### config.mk
export PLATFORM = sky130hd
export DESIGN_NAME = gtw_formatter
export DESIGN_NICKNAME = d
export VERILOG_FILES = /design/src/verilog/gtw_pkg.sv /design/src/verilog/gtw_formatter.sv /design/src/verilog/gtw_sar.sv
export VERILOG_INCLUDE_DIRS = /design/src /design/src/verilog
export SDC_FILE = /design/constraint.sdc
export NUM_CORES = 1
export LEC_CHECK = 0
export BUFFER_PORTS_ARGS = -buffer_cell sky130_fd_sc_hd__buf_4
export CAP_MARGIN = 5
export CORE_MARGIN = 2
export CORE_UTILIZATION = 40
export CTS_BUF_LIST = sky130_fd_sc_hd__clkbuf_8
export DETAILED_ROUTE_END_ITERATION = 8
export PLACE_DENSITY = 0.57
export RECOVER_POWER = 25
export SYNTH_ARGS = -nofsm -noshare
export SYNTH_HDL_FRONTEND = slang
export SYNTH_HIERARCHICAL = 1
export SYNTH_SLANG_ARGS = --single-unit
### constraint.sdc
create_clock -name aclk -period 2.8 [get_ports aclk]
set_input_delay 0.56 -clock aclk [delete_from_list [all_inputs] [get_ports aclk]]
set_output_delay 0.56 -clock aclk [all_outputs]
set_load 0.01 [all_outputs]
### src/verilog/gtw_params.svh
// constants for the gauge telemetry word formatter
// assumes a 25 MHz bus clock and an AXI4-Lite register port
`ifndef GTW_PARAMS_SVH
`define GTW_PARAMS_SVH

`define GTW_ADDR_W      8
`define GTW_CTRL_OFS    8'h00
`define GTW_CMD_OFS     8'h04
`define GTW_STAT_OFS    8'h08
`define GTW_DATA_OFS    8'h0C

`define GTW_CMD_UP      0
`define GTW_CMD_DN      1
`define GTW_CTRL_W      3
`define GTW_CTRL_RST    3'h0
`define GTW_CAL_BIT     1

`define GTW_WORDS       3'h5
`define GTW_LAST_BIT    4'h9
`define GTW_RANGE_MAX   3'h6
`define GTW_RANGE_RST   3'h0

`define GTW_CLK_HZ      25000000
`define GTW_STEP_S      10

`define GTW_RESP_OKAY   2'h0
`define GTW_RESP_SLVERR 2'h2

`endif

### src/verilog/gtw_pkg.sv
// types shared by the gauge telemetry word formatter
// assumes the constants header is included by the modules
package gtw_pkg;

    typedef struct packed {
        logic [7:0] meas;
        logic [1:0] id;
    } gtw_word_t;

    typedef struct packed {
        logic zero_mode;
        logic cal_mode;
        logic auto_mode;
    } gtw_ctrl_t;

    typedef struct packed {
        logic shift;
        logic demand;
        logic frame;
        logic cmp_hi;
        logic want_up;
        logic want_dn;
    } gtw_pins_t;

    typedef enum logic {
        GTW_IDLE,
        GTW_SHIFT
    } gtw_shf_t;

endpackage

### src/verilog/gtw_formatter.sv
// gauge telemetry word formatter: five 10-bit words per frame
// assumes station timing pins are asynchronous and run far slower than aclk
// Function
// one analog mux carries all inputs; controller sets its selection order
// converter resolves one bit per step, most significant bit first
// converter compares against the constant regulated reference
// conversion finishes within ten shift pulses, before its word goes out
// word sends eight measurement bits msb first, then two id bits
// shift register holds the assembled word and shifts it in its slot
// ten bits leave one per shift pulse, only in the word's demand period
// each frame carries exactly five words, each with its own demand
// words one to five sit at frame positions 15, 31, 47, 56, 63
// word one packs id, zero, cal, subcom status, auto and range bits
// words two to four carry gauge, gauge temp and package temp
// word five carries one of four housekeeping values and its id
// housekeeping selector counts frames and repeats after four
// in automatic mode range follows the up-down comparator
// multi-step range changes advance one range per ten seconds
// in manual mode range changes only on ground commands
// station supplies shift, data-demand and frame-mark pulses
// word counter pulses on the fifth data-demand of a frame
// range counter spans seven ranges, reported in three bits
// each word position carries its own two-bit id code; word five here sends the housekeeping index instead
// outside its slots serial output idles low and does not shift
`timescale 1ns/1ps
`include "gtw_params.svh"

module gtw_formatter
    import gtw_pkg::*;
#(
    parameter int unsigned RANGE_STEP_CYC = `GTW_STEP_S * `GTW_CLK_HZ
)
(
    input  wire logic                   aclk,
    input  wire logic                   aresetn,
    input  wire logic [`GTW_ADDR_W-1:0] s_axi_awaddr,
    input  wire logic                   s_axi_awvalid,
    output logic                        s_axi_awready,
    input  wire logic [31:0]            s_axi_wdata,
    input  wire logic [3:0]             s_axi_wstrb,
    input  wire logic                   s_axi_wvalid,
    output logic                        s_axi_wready,
    output logic [1:0]                  s_axi_bresp,
    output logic                        s_axi_bvalid,
    input  wire logic                   s_axi_bready,
    input  wire logic [`GTW_ADDR_W-1:0] s_axi_araddr,
    input  wire logic                   s_axi_arvalid,
    output logic                        s_axi_arready,
    output logic [31:0]                 s_axi_rdata,
    output logic [1:0]                  s_axi_rresp,
    output logic                        s_axi_rvalid,
    input  wire logic                   s_axi_rready,
    input  wire logic                   shift_in,
    input  wire logic                   demand_in,
    input  wire logic                   frame_in,
    input  wire logic                   cmp_hi_in,
    input  wire logic                   want_up_in,
    input  wire logic                   want_dn_in,
    output logic                        serial_out,
    output logic [2:0]                  mux_sel,
    output logic [7:0]                  dac_code,
    output logic [2:0]                  range_out
);

    localparam logic [27:0] STEP_RELOAD = 28'(RANGE_STEP_CYC - 1);

    // station timing and sense pins: two flops, then edge detect
    gtw_pins_t pins, sync_a_q, sync_b_q, prev_q, rise, fall;
    assign pins = {shift_in, demand_in, frame_in, cmp_hi_in,
                   want_up_in, want_dn_in};

    always_ff @(posedge aclk) begin
        if (!aresetn) begin
            sync_a_q <= '0;
            sync_b_q <= '0;
            prev_q   <= '0;
        end else begin
            sync_a_q <= pins;
            sync_b_q <= sync_a_q;
            prev_q   <= sync_b_q;
        end
    end

    assign rise = sync_b_q & ~prev_q;
    assign fall = ~sync_b_q & prev_q;

    // mux channel for word n: gauge, gauge temp, package temp, housekeeping
    function automatic logic [2:0] sel_for(input logic [2:0] n,
                                           input logic [1:0] sub);
        case (n)
            3'h2:    sel_for = 3'h0;
            3'h3:    sel_for = 3'h1;
            3'h4:    sel_for = 3'h2;
            default: sel_for = 3'h3 + {1'b0, sub};
        endcase
    endfunction

    // four codes for five slots: word five carries the housekeeping index
    function automatic logic [1:0] id_for(input logic [2:0] n,
                                          input logic [1:0] sub);
        id_for = (n == `GTW_WORDS) ? sub : 2'(n - 3'h1);
    endfunction

    gtw_ctrl_t   ctrl_q, ctrl_d;
    logic [2:0]  range_q, range_d;
    logic [27:0] tmr_q, tmr_d;
    logic        cmd_up_q, cmd_up_d, cmd_dn_q, cmd_dn_d;
    logic [7:0]  conv_res;
    logic        conv_busy;

    // framing group
    logic [2:0] wcnt_q, wcnt_d, wbase, wnext;
    logic [1:0] sub_q, sub_d;
    gtw_shf_t   shf_q, shf_d;
    logic [3:0] bcnt_q, bcnt_d;
    logic [9:0] sreg_q, sreg_d;
    logic       ser_q, ser_d;
    logic [2:0] sel_q, sel_d;
    logic       start_conv, word5_pulse;
    gtw_word_t  w;

    assign wbase       = rise.frame ? 3'h0 : wcnt_q;
    assign wnext       = wbase + 3'h1;
    assign word5_pulse = rise.demand && (wnext == `GTW_WORDS);

    always_comb begin
        wcnt_d     = rise.frame ? 3'h0 : wcnt_q;  // frame mark restarts
        sub_d      = sub_q;
        shf_d      = shf_q;
        bcnt_d     = bcnt_q;
        sreg_d     = sreg_q;
        sel_d      = sel_q;
        start_conv = 1'b0;
        w          = '0;
        if (rise.demand && wbase < `GTW_WORDS) begin
            wcnt_d = wnext;
            shf_d  = GTW_SHIFT;
            bcnt_d = 4'h0;
            if (wnext == 3'h1) begin
                w.meas = {ctrl_q.zero_mode, ctrl_q.cal_mode, sub_q,
                          ctrl_q.auto_mode, range_q};
            end else begin
                w.meas = conv_res;
            end
            w.id   = id_for(wnext, sub_q);
            sreg_d = w;
            if (word5_pulse) begin
                sub_d = sub_q + 2'h1;  // four-frame cycle
            end
            if (wnext < `GTW_WORDS) begin
                start_conv = 1'b1;
                sel_d = sel_for(wnext + 3'h1, sub_q);
            end
        end else if (shf_q == GTW_SHIFT) begin
            if (fall.demand) begin
                shf_d = GTW_IDLE;  // slot over, stop even if short
            end else if (rise.shift) begin
                sreg_d = {sreg_q[8:0], 1'b0};
                bcnt_d = bcnt_q + 4'h1;
                if (bcnt_q == `GTW_LAST_BIT) begin
                    shf_d = GTW_IDLE;
                end
            end
        end
        ser_d = (shf_d == GTW_SHIFT) ? sreg_d[9] : 1'b0;
    end

    always_ff @(posedge aclk) begin
        if (!aresetn) begin
            wcnt_q <= 3'h0;
            sub_q  <= 2'h0;
            shf_q  <= GTW_IDLE;
            bcnt_q <= 4'h0;
            sreg_q <= 10'h000;
            ser_q  <= 1'b0;
            sel_q  <= 3'h0;
        end else begin
            wcnt_q <= wcnt_d;
            sub_q  <= sub_d;
            shf_q  <= shf_d;
            bcnt_q <= bcnt_d;
            sreg_q <= sreg_d;
            ser_q  <= ser_d;
            sel_q  <= sel_d;
        end
    end

    // steps on shift pulses: eight steps fit inside one ten-pulse period
    gtw_sar u_sar (
        .aclk     (aclk),
        .aresetn  (aresetn),
        .start    (start_conv),
        .step     (rise.shift),
        .cmp_hi   (sync_b_q.cmp_hi),
        .dac_code (dac_code),
        .result   (conv_res),
        .busy     (conv_busy)
    );

    // range group; the long interval keeps relays from chattering
    always_comb begin
        range_d = range_q;
        tmr_d   = (tmr_q != 28'h0) ? tmr_q - 28'h1 : 28'h0;
        if (ctrl_q.auto_mode) begin
            if (tmr_q == 28'h0) begin  // one range per interval
                if (sync_b_q.want_up && range_q < `GTW_RANGE_MAX) begin
                    range_d = range_q + 3'h1;
                    tmr_d   = STEP_RELOAD;
                end else if (sync_b_q.want_dn && range_q != 3'h0) begin
                    range_d = range_q - 3'h1;
                    tmr_d   = STEP_RELOAD;
                end
            end
        end else if (cmd_up_q && range_q < `GTW_RANGE_MAX) begin
            range_d = range_q + 3'h1;
        end else if (cmd_dn_q && range_q != 3'h0) begin
            range_d = range_q - 3'h1;
        end
    end

    always_ff @(posedge aclk) begin
        if (!aresetn) begin
            range_q <= `GTW_RANGE_RST;
            tmr_q   <= 28'h0;
        end else begin
            range_q <= range_d;
            tmr_q   <= tmr_d;
        end
    end

    // register group: address and data taken in either order
    logic                   aw_hold_q, aw_hold_d, w_hold_q, w_hold_d;
    logic [`GTW_ADDR_W-1:0] awaddr_q, awaddr_d, wa;
    logic [31:0]            wdata_q, wdata_d, wd, rdata_q, rdata_d;
    logic [3:0]             wstrb_q, wstrb_d, ws;
    logic                   bvalid_q, bvalid_d, rvalid_q, rvalid_d;
    logic [1:0]             bresp_q, bresp_d, rresp_q, rresp_d;
    logic                   aw_take, w_take;

    assign s_axi_awready = !aw_hold_q && !bvalid_q;
    assign s_axi_wready  = !w_hold_q && !bvalid_q;
    assign s_axi_arready = !rvalid_q;
    assign aw_take = s_axi_awvalid && s_axi_awready;
    assign w_take  = s_axi_wvalid && s_axi_wready;
    assign wa = aw_hold_q ? awaddr_q : s_axi_awaddr;
    assign wd = w_hold_q ? wdata_q : s_axi_wdata;
    assign ws = w_hold_q ? wstrb_q : s_axi_wstrb;

    always_comb begin
        aw_hold_d = aw_hold_q || aw_take;
        w_hold_d  = w_hold_q || w_take;
        awaddr_d  = aw_take ? s_axi_awaddr : awaddr_q;
        wdata_d   = w_take ? s_axi_wdata : wdata_q;
        wstrb_d   = w_take ? s_axi_wstrb : wstrb_q;
        bvalid_d  = bvalid_q && !s_axi_bready;
        bresp_d   = bresp_q;
        rvalid_d  = rvalid_q && !s_axi_rready;
        rdata_d   = rdata_q;
        rresp_d   = rresp_q;
        ctrl_d    = ctrl_q;
        cmd_up_d  = 1'b0;
        cmd_dn_d  = 1'b0;
        if (aw_hold_d && w_hold_d && !bvalid_q) begin
            aw_hold_d = 1'b0;
            w_hold_d  = 1'b0;
            bvalid_d  = 1'b1;
            bresp_d   = `GTW_RESP_OKAY;
            if (wa == `GTW_CTRL_OFS) begin
                if (ws[0]) begin
                    ctrl_d = wd[`GTW_CTRL_W-1:0];
                    // calibration forces manual ranging
                    if (wd[`GTW_CAL_BIT]) ctrl_d.auto_mode = 1'b0;
                end
            end else if (wa == `GTW_CMD_OFS) begin
                cmd_up_d = ws[0] && wd[`GTW_CMD_UP];
                cmd_dn_d = ws[0] && wd[`GTW_CMD_DN];
            end else begin
                bresp_d = `GTW_RESP_SLVERR;
            end
        end
        if (s_axi_arvalid && s_axi_arready) begin
            rvalid_d = 1'b1;
            rresp_d  = `GTW_RESP_OKAY;
            if (s_axi_araddr == `GTW_CTRL_OFS) begin
                rdata_d = {29'h0, ctrl_q};
            end else if (s_axi_araddr == `GTW_CMD_OFS) begin
                rdata_d = 32'h0;
            end else if (s_axi_araddr == `GTW_STAT_OFS) begin
                rdata_d = {22'h0, conv_busy, shf_q == GTW_SHIFT,
                           wcnt_q, sub_q, range_q};
            end else if (s_axi_araddr == `GTW_DATA_OFS) begin
                rdata_d = {24'h0, conv_res};
            end else begin
                rdata_d = 32'h0;
                rresp_d = `GTW_RESP_SLVERR;
            end
        end
    end

    always_ff @(posedge aclk) begin
        if (!aresetn) begin
            aw_hold_q <= 1'b0;
            w_hold_q  <= 1'b0;
            awaddr_q  <= '0;
            wdata_q   <= 32'h0;
            wstrb_q   <= 4'h0;
            bvalid_q  <= 1'b0;
            bresp_q   <= `GTW_RESP_OKAY;
            rvalid_q  <= 1'b0;
            rdata_q   <= 32'h0;
            rresp_q   <= `GTW_RESP_OKAY;
            ctrl_q    <= `GTW_CTRL_RST;
            cmd_up_q  <= 1'b0;
            cmd_dn_q  <= 1'b0;
        end else begin
            aw_hold_q <= aw_hold_d;
            w_hold_q  <= w_hold_d;
            awaddr_q  <= awaddr_d;
            wdata_q   <= wdata_d;
            wstrb_q   <= wstrb_d;
            bvalid_q  <= bvalid_d;
            bresp_q   <= bresp_d;
            rvalid_q  <= rvalid_d;
            rdata_q   <= rdata_d;
            rresp_q   <= rresp_d;
            ctrl_q    <= ctrl_d;
            cmd_up_q  <= cmd_up_d;
            cmd_dn_q  <= cmd_dn_d;
        end
    end

    assign s_axi_bvalid = bvalid_q;
    assign s_axi_bresp  = bresp_q;
    assign s_axi_rvalid = rvalid_q;
    assign s_axi_rdata  = rdata_q;
    assign s_axi_rresp  = rresp_q;
    assign serial_out   = ser_q;
    assign mux_sel      = sel_q;
    assign range_out    = range_q;
endmodule

### src/verilog/gtw_sar.sv
// successive approximation sequencer for the gauge formatter
// assumes cmp_hi is already synchronised and step is a one-cycle enable
`timescale 1ns/1ps
`include "gtw_params.svh"

module gtw_sar
    import gtw_pkg::*;
(
    input  wire logic       aclk,
    input  wire logic       aresetn,
    input  wire logic       start,
    input  wire logic       step,
    input  wire logic       cmp_hi,
    output logic [7:0]      dac_code,
    output logic [7:0]      result,
    output logic            busy
);

    logic [7:0] trial_q, trial_d;
    logic [7:0] res_q, res_d;
    logic [2:0] bit_q, bit_d;
    logic       busy_q, busy_d;

    always_comb begin
        trial_d = trial_q;
        res_d   = res_q;
        bit_d   = bit_q;
        busy_d  = busy_q;
        if (start) begin
            trial_d = 8'h80;
            bit_d   = 3'h7;
            busy_d  = 1'b1;
        end else if (step && busy_q) begin
            // comparator sees input against the fixed reference scaled by
            // the trial code; a low answer drops the trial bit
            if (!cmp_hi) begin
                trial_d[bit_q] = 1'b0;
            end
            if (bit_q == 3'h0) begin
                res_d  = trial_d;
                busy_d = 1'b0;
            end else begin
                trial_d[bit_q - 3'h1] = 1'b1;
                bit_d = bit_q - 3'h1;
            end
        end
    end

    always_ff @(posedge aclk) begin
        if (!aresetn) begin
            trial_q <= 8'h00;
            res_q   <= 8'h00;
            bit_q   <= 3'h0;
            busy_q  <= 1'b0;
        end else begin
            trial_q <= trial_d;
            res_q   <= res_d;
            bit_q   <= bit_d;
            busy_q  <= busy_d;
        end
    end

    assign dac_code = trial_q;
    assign result   = res_q;
    assign busy     = busy_q;

endmodule
; ---- Word level (Yosys, flattened, before mapping)
; Cells that the tools add are included.
[classes]
reduce_logical = 53
add_sub_neg = 10
n_bitwise = 12
magnitude_cmp = 7
mux = 59
eq_ne = 14
[op_table]
columns = op, n
row1 = 28-bit two-way mux, 5
row2 = 8-bit two-way mux, 9
row3 = 10-bit two-way mux, 7
row4 = 3-bit two-way mux, 12
row5 = 28-bit zero test, 1
row6 = 28-bit nonzero test, 1
row7 = "28-bit by 1-bit subtractor with 28-bit output, second input constant", 1
row8 = 1-bit logical AND, 20
row9 = "8-bit by 3-bit equality test with 1-bit output, second input constant", 2
row10 = "8-bit by 4-bit equality test with 1-bit output, second input constant", 2
row11 = 8-bit zero test, 2
row12 = 1-bit two-way mux, 16
row13 = 3-bit AND reduction, 5
row14 = 2-bit two-way mux, 7
row15 = 2-bit AND reduction, 5
row16 = "3-bit by 1-bit adder with 3-bit output, second input constant", 3
row17 = "3-bit less-than comparator, second input constant", 3
row18 = 3-bit case mux with 3 select lines, 1
row19 = 8-bit bitwise AND, 1
row20 = "3-bit by 4-bit less-than comparator with 1-bit output, second input constant", 2
row21 = 8-bit NOT, 1
row22 = 8-bit OR, 1
row23 = 2-bit nonzero test, 4
row24 = 6-bit bitwise AND, 1
row25 = 24 further kinds, 43
[totals]
wordCells = 203
ff_bits = 150
inputBits = 65
out_inout_bits = 56

; ---- Depth between registers and ports, before layout
; Gate-level depths: netlist of the first run.
[logic_depth]
word_depth = 13
depth_mapped = 12
depth_no_buf = 12

; ---- By module
; Netlist of the first run, hierarchy kept.
[by_module_without_submodules]
columns = mod, area_each_um2, instances, cells_per_inst, seq_area_each_um2
row1 = gtw_formatter, 4989.8, 1, 569, 2062.0
row2 = gtw_sar, 1064.8, 1, 123, 400.4

; ---- Worst setup path after synthesis of the first run
; OpenSTA, ideal clock, no wires.
[synth_path]
path_kind = register to register
start = register prev_q[3] (netlist name)
end = register sel_q[1], in the netlist mux_sel[1]
path_buffers = 0
setup_time_ps = 116
setup_slack_ps = 336
synth_period_minus_slack_ps = 2464
stages_incl_launch_ff = 13
arrival_ps = 2348
t_required_ps = 2684
path_cell_list = dfxtp_1 > nand2b_1 > nand2_1 > inv_1 > ha_1 > nor3_1 > nor2_1 > ha_1 > o21ai_0 > nand2b_1 > nor2_1 > or4_1 > o211a_1
[synth_between]
elab_chain_cells = 7
elab_cells_between_ends = 13
cone_classes = add/sub (2) / order compare (2) / eq/ne (3) / mux (2) / bitwise (2) / reduce/logical (2)
[synth_rtl]
columns = item, line
row1 = "start, declared", gtw_formatter.sv:68  ; gtw_pins_t pins, sync_a_q, sync_b_q, prev_q, rise, fall;
row2 = "start signal, assigned", gtw_formatter.sv:80  ; prev_q <= sync_b_q;
row3 = 6-bit NOT *, gtw_formatter.sv:84  ; assign rise = sync_b_q & ~prev_q;
row4 = 6-bit bitwise AND *, gtw_formatter.sv:84
row5 = 3-bit two-way mux *, --
row6 = 3-bit by 1-bit adder with 3-bit output, gtw_formatter.sv:123  ; assign wnext = wbase + 3'h1;
row7 = 3-bit by 1-bit adder with 3-bit output, gtw_formatter.sv:152  ; sel_d = sel_for(wnext + 3'h1, sub_q);
row8 = 3-bit equality test / 3-bit by 2-bit equality test with 1-bit output (equally long branches), gtw_formatter.sv:90  ; case (n)
row9 = 3-bit case mux with 3 select lines, gtw_formatter.sv:90
row10 = "end signal, assigned", gtw_formatter.sv:184  ; sel_q <= sel_d;
row11 = "end, declared", gtw_formatter.sv:118  ; logic [2:0] sel_q, sel_d;
; Mark *: on every way between the ends. The rest lies on a longest branch, timed or not.
; A chain may end at the register's enable or synchronous reset.

; ---- Final worst setup path of the first run
; Ends and elaborated chain as after synthesis.

==> summary.txt, run 1 <==
Synth
  – Largest family of logic cells by synthesized area: simple AND/OR/NAND/NOR gates
  – Post-synthesis compound-gate area fraction: 16.80%
  – Ys async rst share: 0%
  – Synthesized instance count: ~700
  – Post-synth design cell area: 6055 um2
  – Yosys warns: 6
  – Seq/Total Area, Yosys: ~40%
  – Number of synthesized flops with an enable pin: 0
  – Synth Area in Simple Gates: between 20 and 25%
  – Post-synth cell types: 68
  – Predominant post-synthesis flop cell: dfxtp_1
  – Post-synthesis xor/xnor area fraction: ~3.3%
  – Synthesized flop and latch total: 123
  – Synthesized area per cell: 8.749 um2
  – Post-synthesis mux area share: ~5.2%
  – Adder-cell share of the synthesized area: 3.306%

Routing
  – TritonRoute pass-1 iters: 4
  – Routed length per placed instance: between 10 and 15 um
  – DR iter-0 viols: between 200 and 300
  – Drt total wl: between 10000 and 15000 um
  – Via/cell ratio: 5.309
  – Drt drc: 0
  – ANT nets after route: 0
  – Vias after detailed routing: 5065

Floorplan
  – Chip Height: 127.0 um
  – Die Area: ~16000 um2
  – I/O pins: ~120
  – Num rows: 44
  – Die width: 127.0 um
  – Initial Utilization: about 41%
  – Core Footprint: ~15000 um2

Finish
  – Post-layout nets: around 840
  – Post-Layout Inst Area: between 7000 and 8000 um2
  – Area growth syn-to-layout: 16.39%
  – Share of layout cells above drive strength 1: 16.49%
  – Final core occ: 48.12%
  – Non-Filler Instances: around 950
  – Diodes inserted: 0

Clocking
  – CTS tree: built
  – Clk Latency, worst-skew pair: between 400 and 500 ps
  – Clock sink count: 123
  – Clock Tree Buf Depth: 2
  – Num CTS Buffers: 17
  – Post-CTS setup buffers: 0
  – Max H-tree Level: 4
  – Root buf cell: clkbuf_8
  – CTS clk-pin slew, worst paths: roughly 70 ps

Placed design
  – Area after DPL: roughly 6600 um2
  – Dpl ws: approximately 180 ps
  – DP Cell Count: ~920
  – GPL Wtd Cong: ~0.82
  – DP Wirelength: approximately 10000 um
  – Port-buffer cells: 64

Critical path
  – CP Cell Sequence: nand2b_1 -> nand2_1 -> inv_1 -> ha_1 -> a21boi_2 -> nor2_1 -> ha_1 -> o21ai_0 -> nand2b_1 -> nor2_1 -> or4_1 -> o211a_1
  – Slowest stage delay, CP: 390 ps
  – CP max-delay cell: or4_1
  – Critical path startpoint: prev_q[3]
  – Setup CP Type: register to register
  – Data required time of the critical path: ~3100 ps
  – Arr. time, crit path: 2960 ps
  – Crit end category: register
  – Worst reg2reg startpoint: prev_q[3]
  – Worst reg2reg endpoint: mux_sel[1]
  – R2r worst-path depth: 12
  – Critical Path Fanout Max: 6
  – CP startpoint kind: register
  – Setup slack, reg-to-reg: ~170 ps

STA
  – Slew HR: approximately a quarter
  – Minimum clock period: 2628 ps
  – Setup violations, final: 0
  – Fmax: approximately 0.38 GHz
  – Sum of negative setup slack: 0 ps
  – PnR worst setup slack: between 150 and 200 ps
  – Period utilization: 93.87%
  – Final hold violation count: 0
  – Max Slew Vio Count: 0
  – Worst Tran Pin Value: ~1100 ps
  – Worst hold slack: 310.4 ps
  – Fin Clk Skew: around 11 ps

Power and ir drop
  – Max IR drop VDD: approximately 0.35 mV
  – Combinational fraction of design power: about a third
  – P_sw: ~2.0 mW
  – Leak pwr: ~2.8 nW
  – Clock Power Share: between 20 and 30%
  – Switching portion of total power: a little over a third
  – P_int: between 3 and 4 mW
  – Overall power: around 5.6 mW
  – Sequential power share: 39.1%
  – Pwr dens: between 700 and 800 nW/um2

GRT
  – Tot GR Track Use: around 18%
  – Grt total ovfl: 0
  – First-pass GRT wire length: between 20000 and 25000 um
  – Vias in the first global route: 4984
  – Initial antenna violation count: 0
  – Largest net degree at the start of global routing: between 50 and 60

Min path
  – Hold WC Path Type: input pin to register
  – Hold Crit Depth: 2
  – HP Start: s_axi_rready
  – Hold Crit Endpoint: s_axi_rvalid

Flow run
  – Maxcap violations: 0

Status
  – Outcome: complete, no violations
-- critical path, delay by kind of cell, from the launching register on --
kind            cells  cell delay [ps]
simple gates        6             1020
fa+ha+maj           2              510
buf+inv             1              180
compound gates      3              480
flops               1              320
-- synth_stat cells, types with 4 or more instances --
cell type / n / area (um2)
or3_1: 4 / 25.02
a311oi_1: 4 / 35.03
buf_4: 25 / 187.7
buf_2: 8 / 40.04
and3_1: 10 / 62.56
or4_1: 5 / 37.54
a211oi_1: 17 / 127.6
ha_1: 16 / 200.2
and2_1: 20 / 125.1
nor2b_1: 11 / 68.82
nor4_1: 7 / 43.79
nor3_1: 12 / 60.06
nand3_1: 14 / 70.07
a31oi_1: 7 / 43.79
o21ai_0: 34 / 170.2
nor2_1: 75 / 281.5
a21oi_1: 52 / 260.3
nand4_1: 9 / 56.30
nor3b_1: 4 / 30.03
nand2b_1: 8 / 50.05
nand4b_1: 9 / 78.83
a22oi_1: 5 / 37.54
a21boi_0: 12 / 90.09
xnor2_1: 11 / 96.34
o31ai_1: 4 / 30.03
xor2_1: 12 / 105.1
clkbuf_1: 20 / 75.07
dfxtp_1: 123 / 2462
nand2_1: 55 / 206.5
o21a_1: 4 / 30.03
inv_1: 19 / 71.32
o31a_1: 4 / 35.03
mux2i_1: 29 / 290.3
-- worst max-delay path by stage --
stage                                 end  cells past startpoint
after floorplan                mux_sel[1]                     12
after global placement    u_sar/result[1]                     10
after detailed placement  u_sar/result[1]                     10
after CTS                 u_sar/result[1]                     10
after global routing           mux_sel[1]                     12
final                          mux_sel[1]                     12
-- state kept, by name, indices dropped and copies added (netlist names), 4 cells and up --
signal / flops
awaddr_q: 8
sync_a_q: 6
tmr_q: 28
u_sar/dac_code: 8
s_axi_rdata: 10
sync_b_q: 6
u_sar/result: 8
bcnt_q: 4
sreg_q: 10
-- power groups by stage --
stage               sequential, mW  clock [mW]  combinational [mW]
floorplan                     2.18           0                1.43
detailed placement            2.24           0                1.83
finish                        2.20        1.60                1.83
global route                  2.24        1.71                2.05
CTS                           2.20        1.64                1.84
global placement              2.22           0                1.77
-- cell usage in the layout, fill, tap and decap left out, types with 5 or more instances in the layout --
cell type,instances
xor2_1,12
nor2_1,74
clkbuf_8,23
o21ai_0,34
a31oi_1,7
conb_1,24
and2_0,10
a22oi_1,5
buf_4,74
nor3_1,11
ha_1,16
xnor2_1,11
or4_1,5
nand2_1,55
nand4b_1,9
a21boi_0,12
nor2b_1,11
nand2b_1,8
a21oi_1,52
dfxtp_1,123
nor4_1,7
and3_1,10
nand3_1,14
mux2i_1,29
and2_1,10
nand4_1,9
a211oi_1,17
clkinv_2,5
inv_1,21
-- kinds of logic after synthesis --
| family | Yosys count |
|---|---|
| compound gates | 157 |
| xor+xnor | 23 |
| other cells | 1 |
| mux | 31 |
| fa+ha+maj | 16 |
| simple gates | 267 |
| flops | 123 |
| buf+inv | 74 |
-- routing by layer --
layer / GRT usage (%) / vias to the layer above / routed length, um
met3: 4.397 / 13 / 429
met5: 0 / - / 0
met2: 31.09 / 77 / 7068
li1: - / 2552 / -
met4: 6.012 / 0 / 163
met1: 22.51 / 2423 / 6490
-- what timing repair did --
item	in CTS	in global routing
gates resized for setup	0	4
setup endpoints to repair	0	11
hold buffers	0	0
-- final cells by class --
class | instances | area (um2)
timing repair buffer | 77 | 568.0
multi-input combinational | 518 | 3302
clock inverter | 9 | 92.59
fill | 1383 | 7597
tap | 184 | 230.2
inverter | 20 | 75.07
clock buffer | 23 | 316.6
sequential | 123 | 2462
Note: power is estimated with default switching activity, not from simulation.
==> run 2: changes to the inputs <==
--- a/config.mk
+++ b/config.mk
@@ -14,6 +14,7 @@
 export DETAILED_ROUTE_END_ITERATION = 8
 export PLACE_DENSITY = 0.57
 export RECOVER_POWER = 25
+export SETUP_SLACK_MARGIN = 0.2
 export SYNTH_ARGS = -nofsm -noshare
 export SYNTH_HDL_FRONTEND = slang
 export SYNTH_HIERARCHICAL = 1
==> run 2 against run 1 <==
  * Global-route usage increased by 0.062 points
  * Design area increased by 0.67%
  * Core utilization increased by 0.32 points
  * Largest power group unchanged
  * Routed wire length increased by 1.0%
  * Via count increased by 0.36%
  * Die area unchanged
  * Cell count increased by 0.21%
  * Clock skew decreased by 1.2 ps
  * Largest cell class unchanged
==> summary.txt, run 2 (synthesis gave the netlist of run 1 again) <==
Status
  – Outcome: complete, no violations

Min path
  – Hold WC Path Type: input pin to register

Finish
  – Share of layout cells above drive strength 1: 17.23% (+0.73 points)
  – Most common cell after layout, fill and taps aside: dfxtp_1
  – Post-layout nets: 840 (+0.24%)
  – Layout filler cell count: 1376 (-0.51%)
  – Diodes inserted: 0 (unchanged)
  – Most flop-heavy register: tmr_q
  – Multi-input logic area: 3347 um2 (+1.4%)
  – Final core occ: 48.45% (+0.32 points)
  – Most frequent cells in the layout: 123 x dfxtp_1, 75 x buf_4, 74 x nor2_1
  – Non-Filler Instances: 956 (+0.21%)
  – Area growth syn-to-layout: 17.17%
  – Max FFs per register: 28 (unchanged)
  – Register area: 2462 um2 (unchanged)
  – Post-Layout Inst Area: 7094 um2 (+0.67%)

Critical path
  – Data required time of the critical path: 3130 ps (about the same)
  – Most common cell on crit path: nor2_1
  – CP Cell Sequence: nand2b_4 -> nand2_2 -> inv_2 -> ha_2 -> a21boi_4 -> nor2_1 -> ha_1 -> o21ai_0 -> nand2b_1 -> nor2_1 -> or4_1 -> o211a_1
  – Arr. time, crit path: 2750 ps (-210 ps)
  – Setup CP Type: register to register
  – Crit end category: register
  – CP max-delay cell: or4_1
  – Critical Path Fanout Max: 6 (unchanged)
  – CP startpoint kind: register
  – Slowest stage delay, CP: 390 ps (about the same)

Power and ir drop
  – Overall power: 5.629 mW (about the same)
  – Max IR drop VDD: 0.3494 mV (+0.38%)
  – Leak pwr: 2.778 nW (+0.13%)
  – Pwr dens: 793.5 nW/um2 (-0.68%)

GRT
  – Tot GR Track Use: 18.22% (+0.062 points)
  – First-pass GRT wire length: 23870 um (+0.29%)
  – Largest net degree at the start of global routing: 53 (unchanged)
  – Grt total ovfl: 0 (unchanged)
  – Vias in the first global route: 5003 (+0.38%)
  – Initial antenna violation count: 0 (unchanged)

Placed design
  – GPL Wtd Cong: 0.8218 (unchanged)
  – DP Cell Count: 922 (unchanged)
  – Area after DPL: 6635 um2 (unchanged)
  – DP Wirelength: 10130 um (unchanged)
  – Port-buffer cells: 64 (unchanged)

Floorplan
  – Die Area: 16140 um2 (unchanged)
  – Core Footprint: 14640 um2 (unchanged)
  – Initial Utilization: 41.34% (unchanged)
  – Die width: 127.0 um (unchanged)
  – Num rows: 44 (unchanged)
  – I/O pins: 121 (unchanged)
  – Chip Height: 127.0 um (unchanged)

STA
  – Worst Tran Pin Value: 1022 ps (-106.8 ps)
  – Slew HR: 31.90% (+7.1 points)
  – Minimum clock period: 2415 ps (-213.6 ps)
  – Max Slew Vio Count: 0 (unchanged)
  – Setup violations, final: 0 (unchanged)
  – Period utilization: 86.24% (-7.6 points)
  – Sum of negative setup slack: 0 ps (unchanged)
  – Final hold violation count: 0 (unchanged)
  – RSZ-0062 raised after global routing: no
  – Fmax: 0.4141 GHz (+8.8%)
  – Fin Clk Skew: 9.828 ps (-1.227 ps)

Routing
  – TritonRoute pass-1 iters: 5 (+1)
  – Via/cell ratio: 5.317 (+0.15%)
  – Vias after detailed routing: 5083 (+0.36%)
  – ANT nets after route: 0 (unchanged)
  – Drt drc: 0 (unchanged)
  – Drt total wl: 14300 um (+1.0%)
  – DR iter-0 viols: 270 (-7.8%)
  – Routed length per placed instance: 14.95 um (+0.81%)

Clocking
  – Root buf cell: clkbuf_8
  – CTS tree: built
  – Clock sink count: 123 (unchanged)
  – Clk Latency, worst-skew pair: 440 ps (about the same)
  – Max H-tree Level: 4 (unchanged)
  – Clock Tree Buf Depth: 2 (unchanged)
  – Num CTS Buffers: 17 (unchanged)
  – CTS clk-pin slew, worst paths: 70 ps (about the same)
  – Cts hold-fix bufs: 0 (unchanged)

Flow run
  – Maxcap violations: 0 (unchanged)
[run 2: cell types whose count changed in the layout (fill, tap and decap cells not counted), moves of 2 or more]
| cell | before | now |
|---|---|---|
| inv_1 | 21 | 19 |
| inv_2 | 0 | 2 |
| nand2_1 | 55 | 53 |
| nand2_2 | 1 | 3 |
[run 2: worst paths after layout]
kind,start,end,slack [ps],cells after the start
worst min register to register,sync_a_q[5],sync_b_q[5],430,1
worst max register to register,prev_q[3],mux_sel[1],390,12
worst min-delay path,s_axi_rready,s_axi_rvalid,310,2
worst max-delay path,prev_q[3],mux_sel[1],390,12
[run 2: repair_timing]
item / CTS / global route
buffers inserted: 0 / 0
gates cloned: 0 / 2
pin swaps: 0 / 1
endpoints found under the setup margin: 3 / 22
gates resized for setup: 3 / 10
[run 2: final cells by class]
cell class / instances / share of cell area, %
Tap cell: 184 / 3.245
Clock inverter: 9 / 1.305
Sequential cell: 123 / 34.71
Timing Repair Buffer: 77 / 8.042
Multi-Input combinational cell: 520 / 47.18
Inverter: 20 / 1.058
Clock buffer: 23 / 4.462
[run 2: routing by layer]
layer	up-vias	track usage (%)	part of all wire, %
li1	2563	-	-
met1	2433	22.49	46
met2	76	31.34	50
met3	11	4.397	3.0
met4	0	6.012	1.1
met5	-	0	0
[run 2: through the flow]
stage / hold slack [ps] / setup slack (ps)
floorplan: 411.9 / 336.0
global route: 297.7 / 197.0
finish: 310.6 / 385.3
global placement: 414.3 / 226.6
CTS: 278.8 / 207.8
detailed placement: 419.3 / 182.4
[run 2: power breakdown]
| group | total, mW | internal [mW] | switching [mW] | leakage [nW] |
|---|---|---|---|---|
| sequential | 2.20 | 1.96 | 0.240 | 1.00 |
| clock | 1.60 | 0.920 | 0.678 | 0.224 |
| combinational | 1.83 | 0.773 | 1.06 | 1.55 |
[run 2: critical path, delay by kind of cell (launching register included)]
kind,cells,cell delay (ps)
adders and majority gates,2,520
buffers and inverters,1,110
AOI/OAI and AO/OA,3,450
DFF,1,330
and+or+nand+nor,6,890
